==> src/ds_retention_cfg.svh <==
`ifndef DS_RETENTION_CFG_SVH
`define DS_RETENTION_CFG_SVH
// io port width and retention register width
`define DS_IO_WIDTH        16
`define DS_GPR_WIDTH       16
// bit of the deep-sleep flag in the reset control word
`define DS_FLAG_BIT        10
// bit of the power-on flag and reset value of the reset control word
`define DS_POR_FLAG_BIT    0
`define DS_RCR_RESET       16'h0001
// postscale field width and extremes
`define DS_PS_WIDTH        5
`define DS_TIMEOUT_MIN_MS  1
`define DS_TIMEOUT_MAX_DAY 25.7
// calendar source select codes
`define DS_CAL_SEL_LOW_POWER_RC_OSC    2'h1
`define DS_CAL_SEL_SECONDARY_OSCILLATOR    2'h0
// oscillator start-up cycles (arbitrary default)
`define DS_OSC_START_CYC   8'h10
// watchdog base tick divisor: 1 ms at 32 kHz ~ 32 ticks
`define DS_WDT_BASE_TICKS  32'h0000_0020
`endif

==> src/ds_retention_pkg.sv <==
package ds_retention_pkg;
  // reset source classification on wake
  typedef enum logic [1:0] {
    WAKE_NONE   = 2'b00,
    WAKE_EVENT  = 2'b01,
    WAKE_MASTER_CLEAR   = 2'b10,
    WAKE_POR    = 2'b11
  } wake_kind_t;
  // configuration word fields
  typedef struct packed {
    logic       wdt_enable;
    logic       wdt_clk_sel;   // 1: low_power_rc_osc, 0: secondary oscillator
    logic [4:0] wdt_postscale;
    logic       brownout_en;
  } ds_cfg_t;
  // pin drive bundle
  typedef struct packed {
    logic [15:0] dir;   // 1 = input
    logic [15:0] lat;
  } pin_cfg_t;
endpackage

==> src/ds_retention_wake.sv <==
`timescale 1ns/1ps
`include "ds_retention_cfg.svh"
////////////////////////////////////////////////////////////////////////////////
// Overview of operation
// - pins keep pre-wake state after event or watchdog wake
// - held inputs stay hi-z, outputs drive
// - wake resets direction, latch, oscillator enable
// - new settings reach pins after release
// - brownout/por in sleep releases, clears retention
// - master clear keeps retention, release, oscillator
// - watchdog own enable, independent of main
// - sleep entry resets watchdog counter
// - clock select bit, five-bit postscale
// - calendar/watchdog from secondary or low_power_rc_osc
// - watchdog auto-starts its stopped clock
// - flag set on entry, software clears
// - true por resets all deep-sleep logic
module deep_sleep_io_retention_wake #(
  parameter int IO_W  = `DS_IO_WIDTH,
  parameter int GPR_W = `DS_GPR_WIDTH
) (
  input  wire logic                       clk,
  input  wire logic                       rst,          // true power-on reset
  input  wire logic                       ce,
  input  wire logic                       sleep_req,    // firmware enters deep sleep
  input  wire logic                       wake_event,   // async wake source pin
  input  wire logic                       master_clear_event,   // async master clear pin
  input  wire logic                       brownout_event,
  input  wire logic                       por_event,    // power cycle while asleep
  input  wire ds_retention_pkg::ds_cfg_t  cfg,          // configuration word
  input  wire logic [1:0]                 calendar_source_select,
  input  wire logic                       low_power_rc_osc_tick,    // async low-power rc clock
  input  wire logic                       secondary_oscillator_tick,    // async secondary osc clock
  input  wire logic                       sw_wr_pins,
  input  wire ds_retention_pkg::pin_cfg_t sw_pins,
  input  wire logic                       sw_wr_osc,
  input  wire logic                       sw_osc_en,
  input  wire logic                       sw_clr_release,
  input  wire logic                       sw_clr_flag,
  input  wire logic                       sw_wr_gpr,
  input  wire logic [GPR_W-1:0]           sw_gpr0,
  input  wire logic [GPR_W-1:0]           sw_gpr1,
  input  wire logic                       sw_clr_por_flag,
  input  wire logic [IO_W-1:0]            pin_in,       // async pad inputs
  output logic [IO_W-1:0]                 pin_out,
  output logic [IO_W-1:0]                 pin_oe,
  output logic [IO_W-1:0]                 pin_rd,
  output logic                            release_bit,
  output logic                            sec_osc_enable,
  output logic                            secondary_oscillator_running,
  output logic                            low_power_rc_osc_running,
  output logic                            calendar_tick,
  output logic                            asleep,
  output logic                            wdt_wake,
  output logic [15:0]                     reset_control_reg,
  output logic [GPR_W-1:0]                retention_general_regs0,
  output logic [GPR_W-1:0]                retention_general_regs1,
  output ds_retention_pkg::wake_kind_t    wake_source_reg
);
  ////////////////////////////////////////////////////////////////////////////
  // state machine
  typedef enum logic [1:0] {
    ST_RUN   = 2'b00,
    ST_SLEEP = 2'b01,
    ST_WAKE  = 2'b10
  } ds_state_t;
  ds_state_t state_reg;

  ////////////////////////////////////////////////////////////////////////////
  // synchronisers for every asynchronous input
  logic [4:0]      async_s1, async_s2;     // wake, master_clear, bor, por, low_power_rc_osc
  logic            secondary_oscillator_s1, secondary_oscillator_s2;
  logic [IO_W-1:0] pin_s1, pin_s2;
  logic            low_power_rc_osc_d, secondary_oscillator_d;         // edge detect of second stage
  always_ff @(posedge clk) begin
    if (rst) begin
      async_s1 <= 5'h00;
      async_s2 <= 5'h00;
      secondary_oscillator_s1  <= 1'b0;
      secondary_oscillator_s2  <= 1'b0;
      pin_s1   <= '0;
      pin_s2   <= '0;
      low_power_rc_osc_d   <= 1'b0;
      secondary_oscillator_d   <= 1'b0;
    end else if (ce) begin
      async_s1 <= {low_power_rc_osc_tick, por_event, brownout_event, master_clear_event, wake_event};
      async_s2 <= async_s1;
      secondary_oscillator_s1  <= secondary_oscillator_tick;
      secondary_oscillator_s2  <= secondary_oscillator_s1;
      pin_s1   <= pin_in;
      pin_s2   <= pin_s1;
      low_power_rc_osc_d   <= async_s2[4];
      secondary_oscillator_d   <= secondary_oscillator_s2;
    end
  end
  logic wake_s, master_clear_s, bor_s, por_s, low_power_rc_osc_edge, secondary_oscillator_edge;
  assign wake_s    = async_s2[0];
  assign master_clear_s    = async_s2[1];
  assign bor_s     = async_s2[2];
  assign por_s     = async_s2[3];
  assign low_power_rc_osc_edge = async_s2[4] & ~low_power_rc_osc_d & low_power_rc_osc_running;
  assign secondary_oscillator_edge = secondary_oscillator_s2 & ~secondary_oscillator_d & secondary_oscillator_running;

  ////////////////////////////////////////////////////////////////////////////
  // software pin config, held frozen copy, and retention registers
  ds_retention_pkg::pin_cfg_t cfg_reg, held_reg;
  logic lose_state;  // deep-sleep brownout or power cycle while asleep
  logic sleep_entry;
  logic wdt_timeout;
  assign lose_state  = (state_reg == ST_SLEEP) && cfg.brownout_en && (bor_s || por_s);
  assign sleep_entry = (state_reg == ST_RUN) && sleep_req;

  // pin config written by firmware; wake returns it to reset values
  always_ff @(posedge clk) begin
    if (rst) begin
      cfg_reg <= '{dir: '1, lat: '0};
    end else if (ce) begin
      if (state_reg == ST_SLEEP && (wake_s || master_clear_s || lose_state || wdt_timeout)) begin
        cfg_reg <= '{dir: '1, lat: '0};
      end else if (sw_wr_pins && state_reg != ST_SLEEP) begin
        cfg_reg <= sw_pins;
      end
    end
  end

  // frozen pin image captured at entry; master clear forces reset state
  always_ff @(posedge clk) begin
    if (rst) begin
      held_reg <= '{dir: '1, lat: '0};
    end else if (ce) begin
      if (sleep_entry && !release_bit) begin
        // a re-entry while still held keeps the old image: unreleased writes never reach pins
        held_reg <= cfg_reg;
      end else if (state_reg == ST_SLEEP && master_clear_s && !lose_state) begin
        held_reg <= '{dir: '1, lat: '0};
      end
    end
  end

  // release bit: set on entry, cleared by firmware or state loss
  always_ff @(posedge clk) begin
    if (rst) begin
      release_bit <= 1'b0;
    end else if (ce) begin
      if (sleep_entry) begin
        release_bit <= 1'b1;
      end else if (lose_state) begin
        release_bit <= 1'b0;
      end else if (sw_clr_release && state_reg != ST_SLEEP) begin
        release_bit <= 1'b0;
      end
    end
  end

  // pin drivers: held image while release set, live config otherwise
  always_ff @(posedge clk) begin
    if (rst) begin
      pin_out <= '0;
      pin_oe  <= '0;
      pin_rd  <= '0;
    end else if (ce) begin
      if (release_bit && !lose_state) begin
        pin_out <= held_reg.lat;
        pin_oe  <= ~held_reg.dir;
      end else begin
        pin_out <= cfg_reg.lat;
        pin_oe  <= ~cfg_reg.dir;
      end
      pin_rd <= pin_s2;
    end
  end

  // retention general registers survive master clear, not brownout
  always_ff @(posedge clk) begin
    if (rst) begin
      retention_general_regs0 <= '0;
      retention_general_regs1 <= '0;
    end else if (ce) begin
      if (lose_state) begin
        retention_general_regs0 <= '0;
        retention_general_regs1 <= '0;
      end else if (sw_wr_gpr && state_reg == ST_RUN) begin
        retention_general_regs0 <= sw_gpr0;
        retention_general_regs1 <= sw_gpr1;
      end
    end
  end

  ////////////////////////////////////////////////////////////////////////////
  // oscillators: secondary enable and run state
  logic wdt_needs_secondary_oscillator, wdt_needs_low_power_rc_osc;
  assign wdt_needs_secondary_oscillator = cfg.wdt_enable && !cfg.wdt_clk_sel;
  assign wdt_needs_low_power_rc_osc = cfg.wdt_enable &&  cfg.wdt_clk_sel;

  // enable bit reset on wake unless master clear keeps it
  always_ff @(posedge clk) begin
    if (rst) begin
      sec_osc_enable <= 1'b0;
    end else if (ce) begin
      if (state_reg == ST_SLEEP && (wake_s || lose_state || wdt_timeout) && !master_clear_s) begin
        sec_osc_enable <= 1'b0;
      end else if (sw_wr_osc && state_reg != ST_SLEEP) begin
        // stored while held, takes effect on the oscillator only after release
        sec_osc_enable <= sw_osc_en;
      end
    end
  end

  // oscillator running flags; in sleep the watchdog may start its clock, after wake the state is retained until release
  always_ff @(posedge clk) begin
    if (rst) begin
      secondary_oscillator_running <= 1'b0;
      low_power_rc_osc_running <= 1'b0;
    end else if (ce) begin
      if (state_reg == ST_SLEEP) begin
        secondary_oscillator_running <= secondary_oscillator_running | wdt_needs_secondary_oscillator;
        low_power_rc_osc_running <= low_power_rc_osc_running | wdt_needs_low_power_rc_osc;
      end else if (!release_bit) begin
        secondary_oscillator_running <= sec_osc_enable;
        low_power_rc_osc_running <= wdt_needs_low_power_rc_osc || calendar_source_select == `DS_CAL_SEL_LOW_POWER_RC_OSC;
      end
    end
  end

  // calendar tick from the selected source
  always_ff @(posedge clk) begin
    if (rst) begin
      calendar_tick <= 1'b0;
    end else if (ce) begin
      calendar_tick <= (calendar_source_select == `DS_CAL_SEL_LOW_POWER_RC_OSC) ? low_power_rc_osc_edge : secondary_oscillator_edge;
    end
  end

  ////////////////////////////////////////////////////////////////////////////
  // watchdog: own enable, counts only in sleep
  ds_watchdog u_wdt (
    .clk       (clk),
    .rst       (rst),
    .ce        (ce),
    .clear     (sleep_entry),
    .run       (cfg.wdt_enable && state_reg == ST_SLEEP),
    .tick      (cfg.wdt_clk_sel ? low_power_rc_osc_edge : secondary_oscillator_edge),
    .postscale (cfg.wdt_postscale),
    .timeout   (wdt_timeout)
  );

  ////////////////////////////////////////////////////////////////////////////
  // sequencer and wake source
  always_ff @(posedge clk) begin
    if (rst) begin
      state_reg       <= ST_RUN;
      wake_source_reg <= ds_retention_pkg::WAKE_NONE;
      wdt_wake        <= 1'b0;
    end else if (ce) begin
      wdt_wake <= 1'b0;
      case (state_reg)
        ST_RUN: begin
          if (sleep_req) begin
            state_reg <= ST_SLEEP;
          end
        end
        ST_SLEEP: begin
          if (lose_state) begin
            state_reg       <= ST_WAKE;
            wake_source_reg <= ds_retention_pkg::WAKE_POR;
          end else if (master_clear_s) begin
            state_reg       <= ST_WAKE;
            wake_source_reg <= ds_retention_pkg::WAKE_MASTER_CLEAR;
          end else if (wake_s || wdt_timeout) begin
            state_reg       <= ST_WAKE;
            wake_source_reg <= ds_retention_pkg::WAKE_EVENT;
            wdt_wake        <= wdt_timeout;
          end
        end
        ST_WAKE: begin
          state_reg <= ST_RUN;
        end
        default: begin
          state_reg <= ST_RUN;
        end
      endcase
    end
  end

  // reset control flags; set wins over software clear
  always_ff @(posedge clk) begin
    if (rst) begin
      reset_control_reg <= `DS_RCR_RESET;       // power-on flag set
      asleep            <= 1'b0;
    end else if (ce) begin
      asleep <= (state_reg == ST_SLEEP);
      if (sleep_entry) begin
        reset_control_reg[`DS_FLAG_BIT] <= 1'b1;
      end else if (sw_clr_flag) begin
        reset_control_reg[`DS_FLAG_BIT] <= 1'b0;
      end
      if (state_reg == ST_SLEEP && (wake_s || wdt_timeout || lose_state)) begin
        reset_control_reg[`DS_POR_FLAG_BIT] <= 1'b1;
      end else if (sw_clr_por_flag) begin
        reset_control_reg[`DS_POR_FLAG_BIT] <= 1'b0;
      end
    end
  end
endmodule // deep_sleep_io_retention_wake

==> src/ds_watchdog.sv <==
`timescale 1ns/1ps
`include "ds_retention_cfg.svh"
// deep-sleep watchdog counter, ticked by selected low-speed clock pulse
module ds_watchdog (
  input  wire logic                     clk,
  input  wire logic                     rst,
  input  wire logic                     ce,
  input  wire logic                     clear,
  input  wire logic                     run,
  input  wire logic                     tick,
  input  wire logic [`DS_PS_WIDTH-1:0]  postscale,
  output logic                          timeout
);
  logic [47:0] count_reg;  // tick counter
  // timeout ticks: base times two to the postscale
  function automatic logic [47:0] limit(input logic [`DS_PS_WIDTH-1:0] ps);
    limit = 48'(`DS_WDT_BASE_TICKS) << ps;
  endfunction
  // counter: clear wins over counting
  always_ff @(posedge clk) begin
    if (rst) begin
      count_reg <= 48'h0;
      timeout   <= 1'b0;
    end else if (ce) begin
      if (clear) begin
        count_reg <= 48'h0;
        timeout   <= 1'b0;
      end else if (run && tick && !timeout) begin
        if (count_reg + 48'h1 >= limit(postscale)) begin
          timeout <= 1'b1;
        end
        count_reg <= count_reg + 48'h1;
      end
    end
  end
endmodule // ds_watchdog
==> config.mk <==
export PLATFORM = sky130hd
export DESIGN_NAME = deep_sleep_io_retention_wake
export DESIGN_NICKNAME = d
export VERILOG_FILES = /design/src/ds_retention_pkg.sv /design/src/ds_retention_wake.sv /design/src/ds_watchdog.sv
export VERILOG_INCLUDE_DIRS = /design/src
export SDC_FILE = /design/constraint.sdc
export NUM_CORES = 1
export LEC_CHECK = 0
export BUFFER_PORTS_ARGS = -buffer_cell sky130_fd_sc_hd__buf_4
export CORE_ASPECT_RATIO = 1.2
export CORE_MARGIN = 2
export CORE_UTILIZATION = 55
export CTS_CLUSTER_SIZE = 10
export DETAILED_ROUTE_END_ITERATION = 10
export PLACE_DENSITY = 0.79
export SLEW_MARGIN = 20
export SYNTH_ARGS = -nofsm -noshare
export SYNTH_HDL_FRONTEND = slang
export SYNTH_SLANG_ARGS = --single-unit
export TNS_END_PERCENT = 50
==> constraint.sdc <==
create_clock -name clk -period 7.6 [get_ports clk]
set_clock_uncertainty 0.1 [all_clocks]
set_input_delay 0.76 -clock clk [delete_from_list [all_inputs] [get_ports clk]]
set_output_delay 0.76 -clock clk [all_outputs]
set_load 0.01 [all_outputs]
# Word level (Yosys, flattened, before mapping)
# Index checks and enable logic that the tools add are counted.
[classes]
n_mux = 42
eq_ne = 6
bitwise = 10
n_shift = 1
n_addsub = 1
n_reduce_logical = 57
magnitude_cmp = 1
[ops]
columns = ["op", "n"]
rows = [
  ["32-bit 2-to-1 mux", 4],
  ["16-bit 2-to-1 mux", 6],
  ["48-bit 2-to-1 mux", 2],
  ["48-bit by 1-bit adder with 48-bit output, second input constant", 1],
  ["48-bit >= comparator", 1],
  ["6-bit by 5-bit << shifter with 48-bit output, first input constant", 1],
  ["16-bit inverter", 2],
  ["1-bit 2-to-1 mux", 22],
  ["1-bit logical AND", 20],
  ["2-bit AND reduction", 9],
  ["2-bit nonzero test", 8],
  ["2-bit 2-to-1 mux", 7],
  ["1-bit logical OR", 9],
  ["3-bit AND reduction", 3],
  ["3-bit nonzero test", 2],
  ["1-bit zero test", 5],
  ["1-bit AND", 4],
  ["2-bit by 1-bit equality test with 1-bit output, second input constant", 2],
  ["2-bit by 1-bit inequality test with 1-bit output, second input constant", 2],
  ["4-bit by 3-bit inequality test with 1-bit output, second input constant", 1],
  ["2-bit one-hot mux with 2 select lines", 1],
  ["2-bit zero test", 1],
  ["2-bit inequality test, second input constant", 1],
  ["1-bit inverter", 2],
  ["1-bit OR", 2],
]
[totals]
wordCells = 148
output_inout_bits = 105
inputBits = 107
regBits = 252

# Longest topological paths before layout
[depth]
depth_word = 9
depth_mapped = 17
depth_no_buf = 14

# Cells and area by module
# A second synthesis with hierarchy kept.
[unflattened]
hier_cells = 1354
area_unflattened_um2 = 11623.6
[by_module_without_submodules]
columns = ["module", "area_per_inst_um2", "instances", "cells_each", "seq_area_each_um2"]
rows = [
  ["deep_sleep_io_retention_wake", 7757.4, 1, 830, 4063.9],
  ["ds_watchdog", 3866.2, 1, 524, 980.9],
]

# Least setup slack after synthesis
# OpenSTA, ideal clock, no wires.
[synth_timing]
kind = "register -> register"
start = "reg u_wdt.count_reg[12]"
end = "reg u_wdt.timeout"
required_time_ns = 7.374
setup_ns = 0.126
period_less_slack_ns = 3.518
setup_slack_ns = 4.082
stages_incl_launch_ff = 18
t_arrival_ns = 3.292
n_path_buf = 3
path_cell_list = "dfxtp_1 -> buf_2 -> nand4_1 -> or4_4 -> buf_6 -> nor4_4 -> and3_1 -> buf_4 -> nand3_2 -> xnor2_1 -> ha_1 -> a21o_1 -> a211o_1 -> a21oi_1 -> o31ai_1 -> nor4_1 -> a311o_1 -> o211ai_1"
[synth_between]
elab_chain_len = 4
[synth_lines]
columns = ["item", "line_no", "source"]
rows = [
  ["start: declaration", "ds_watchdog.sv:14", "logic [47:0] count_reg;"],
  ["start signal: assignment", "ds_watchdog.sv:32", "count_reg <= count_reg + 48'h1;"],
  ["48-bit by 1-bit adder with 48-bit output", "ds_watchdog.sv:29", "if (count_reg + 48'h1 >= limit(postscale)) begin"],
  ["48-bit >= comparator", "ds_watchdog.sv:29", ""],
  ["2-bit nonzero test (no source line)", "--", ""],
  ["3-bit AND reduction (no source line)", "--", ""],
  ["end signal: assignment", "ds_watchdog.sv:23", "timeout <= 1'b0;"],
  ["end signal: assignment", "ds_watchdog.sv:27", "timeout <= 1'b0;"],
  ["end signal: assignment", "ds_watchdog.sv:30", "timeout <= 1'b1;"],
  ["end: declaration", "ds_watchdog.sv:12", "output logic timeout"],
]
# No other way between the ends.
# A chain may end at the register's enable or synchronous reset.

# Worst setup path after layout
[layout_timing]
start = "reg u_wdt.count_reg[8]"
end = "reg u_wdt.timeout"
# Same word-level chain as after synthesis.

==> flow_metrics.tcl <==
set metrics [dict create \
    synth_flop_cell "dfxtp_1" \
    die_width_um 137 \
    timing.reg2reg.worst_path_depth 14 \
    synthDistinctLibCells 62 \
    first_pass_iters 5 \
    cts_resized 0 \
    largest_register_ff_count 48 \
    synth_enable_flop_cells 0 \
    crit_path_end_kind "flip-flop" \
    fin_hold_ws_ns 0.349 \
    status "finished, final reports clean" \
    htreeDepth 1 \
    dr_total_vias 10500 \
    clk_path_buf_depth 3 \
    seq_area_frac_synth 0.430 \
    synth_area_per_cell_um2 8.21 \
    setup_viol_count_final 0 \
    wire_length_of_the_first_global_routing_pass_um 47900 \
    critical-path-slowest-cell "or4_4" \
    finalWorstPathRequiredPeriod_ns 3.97 \
    grtUsageTotal 0.262 \
    maxClockFrequency_ghz 0.252 \
    relSlewSlack 0.295 \
    worstHoldPathType "flip-flop to flip-flop" \
    floorplan.die_area_um2 22500 \
    n_antenna_cell 0 \
    ctsHoldBuffers 0 \
    gp_congestion 0.874 \
    area_growth_pct 18.9 \
    std_cell_rows 58 \
    path_clk_slew_ns 0.06 \
    critPathRequiredTime_ns 7.91 \
    cpPeakStageDelay_ns 0.60 \
    grt_remaining_overflow 0 \
    ff2ff_setup_slack_ns 3.63 \
    worst-path-max-fanout 12 \
    core_area_um2 21000 \
    dieHeight_um 164 \
    count_of_buffers_from_port_buffering 197 \
    clk-insertion-delay-late_ns 0.53 \
    place.detailed.hpwl_um 20200 \
    critical_path.cell_chain "nand4_1, or4_4, nor3_1, buf_4, and3_1, xor2_1, ha_1, a21o_1, a211o_1, a21oi_1, o31ai_1, nor4_1, a311o_1, o211ai_1" \
    grt_max_degree 98 \
    cp_data_arrival_time_ns 4.28 \
    grt_antenna_before_repair 0 \
    tightest_slew_ns 1.06 \
    cap_violations 0 \
    worst_slack_ns 3.63 \
    synth_top_area_share 0.430 \
    post_synthesis_async_set_or_reset_flop_share 0 \
    holdPathEnd "retention_general_regs1[8]" \
    hold-path-cell-count 2 \
    initial_core_util 0.559 \
    synth_cells 1428 \
    final_layout_size_suffix_gt1_frac 0.176 \
    power.ir.vdd_worst_uv 178 \
    report.final.slew_viol_count 0 \
    clock-sinks 252 \
    post_cts.repair.setup_buffers 0 \
    drt_wl_total_um 30400 \
    p_per_area_nw_per_um2 203 \
    pre_cts_slack_ns 3.75 \
    drc 0 \
    cts_tree "yes" \
    cellLeakagePower_nw 5.81 \
    detail-route-antenna-nets 0 \
    vias_in_the_first_global_route 9756 \
    finalHoldViolCount 0 \
    synth_area_leader_cell "dfxtp_1" \
    synth.top_cells.by_area "dfxtp_1, nor2_1, mux2i_1" \
    post_synthesis_cell_area_um2 11700 \
    rr_startpoint "u_wdt.count_reg[8]" \
    vias_per_cell 5.75 \
    final.setup.tns_ns 0 \
    drt-initial-drc-count 738 \
    cts_made_buffers 29 \
    floorplan.io_pins 212 \
    grt_setup_unrepaired "no" \
    setup.worst_path.class "flip-flop to flip-flop" \
    r2r_end "u_wdt.timeout" \
    clock_root_cell "clkbuf_16" \
    design.final.nets 1698 \
    hold_start "retention_general_regs1[8]" \
    drt-wirelength-per-cell_um 16.6 \
    synth_warnings 0 \
    layout_worst_path_cycle_share 0.523 \
    critPathLaunchType "flip-flop" \
    register_bit_count_reported_by_yosys 252 \
]
layer usage:
layer	GRT usage	up-vias	part of all wire
met3	0.0571	73	0.064
met1	0.313	4902	0.40
met2	0.464	310	0.51
met5	0	-	0
li1	-	5223	-
met4	0.0872	0	0.029
layout make-up:
class	count	area (um^2)
Multi-Input combinational cell	1057	6180
Clock inverter	3	21.3
Tap cell	270	338
Inverter	6	22.5
Clock buffer	29	726
Sequential cell	252	5040
Timing Repair Buffer	212	1610
Fill cell	1774	7030
stage by stage:
step / cells / total power, mW / cell area (um^2) / util
floorplan: 1441 / 1.58 / 11800 / -
global placement: 1796 / 1.69 / 13200 / 0.628
detailed placement: 1796 / 1.70 / 13200 / 0.628
CTS: 1828 / 2.85 / 13900 / 0.664
global route: 1829 / 2.93 / 13900 / 0.665
finish: 1829 / 2.83 / 13900 / 0.665
worst max-delay path by stage:
stage | startpoint | to | slack [ns] | cells after the start
finish | u_wdt.count_reg[8] | u_wdt.timeout | 3.63 | 14
global route | u_wdt.count_reg[15] | u_wdt.timeout | 3.33 | 14
CTS | u_wdt.count_reg[15] | u_wdt.timeout | 3.70 | 14
detailed placement | u_wdt.count_reg[15] | u_wdt.timeout | 3.75 | 14
global placement | u_wdt.count_reg[15] | u_wdt.timeout | 3.91 | 14
floorplan | u_wdt.count_reg[12] | u_wdt.timeout | 4.08 | 17
logic make-up (layout without fill, tap and decap cells):
kind of cell               after synthesis  in the layout  synth area share
and+or+nand+nor                        625            625             0.245
AOI/OAI and AO/OA                      267            267             0.142
DFF                                    252            252             0.430
buffers and inverters                  132            250            0.0485
muxes                                   82             82            0.0718
xor gates and xnor gates                36             36            0.0269
adders and majority gates               33             33            0.0352
other                                    1             14          0.000320
cell usage in the layout (no fill, tap or decap), types with 5 or more instances in the layout:
cell type,n
nor2b_1,5
dfxtp_1,252
nor2_1,212
nor3_1,45
conb_1,14
nand2b_1,7
or3_1,7
a31oi_1,6
and3_1,16
a22oi_1,24
nor3b_1,5
inv_1,5
nor4_1,7
nand4_1,18
mux2_2,17
o21ai_0,14
a21oi_1,120
mux2i_1,65
and4_1,9
ha_1,33
xor2_1,11
nand2_1,162
a311oi_1,25
clkbuf_16,29
buf_4,210
nand3_1,103
o21ai_1,14
and2_1,6
xnor2_1,25
o21bai_1,32
cells in the mapped netlist (6+ instances only):
cell / number
dfxtp_1: 252
nor2_1: 213
nand2_1: 164
a21oi_1: 123
nand3_1: 103
clkbuf_1: 88
mux2i_1: 65
nor3_1: 45
ha_1: 33
o21bai_1: 32
a311oi_1: 25
xnor2_1: 25
a22oi_1: 24
nand4_1: 18
mux2_2: 17
and3_1: 16
buf_1: 16
buf_4: 16
o21ai_1: 15
o21ai_0: 14
xor2_1: 11
and4_1: 9
nand2b_1: 7
nor4_1: 7
or3_1: 7
a31oi_1: 6
and2_1: 6
power by group:
part	switching (mW)	leakage [nW]	internal, mW
registers	0.0246	2.05	1.36
logic	0.162	3.39	0.121
clock network	0.490	0.366	0.669
total	0.677	5.81	2.15
worst max-delay path, delay by kind of cell, from the launching register on:
family | cells | cell delay (ns)
xor gates and xnor gates | 1 | 0.21
buffers and inverters | 1 | 0.22
adders and majority gates | 1 | 0.28
and+or+nand+nor | 5 | 1.55
DFF | 1 | 0.43
AOI/OAI and AO/OA | 6 | 1.05
Note: power is estimated with default switching activity, not from simulation.
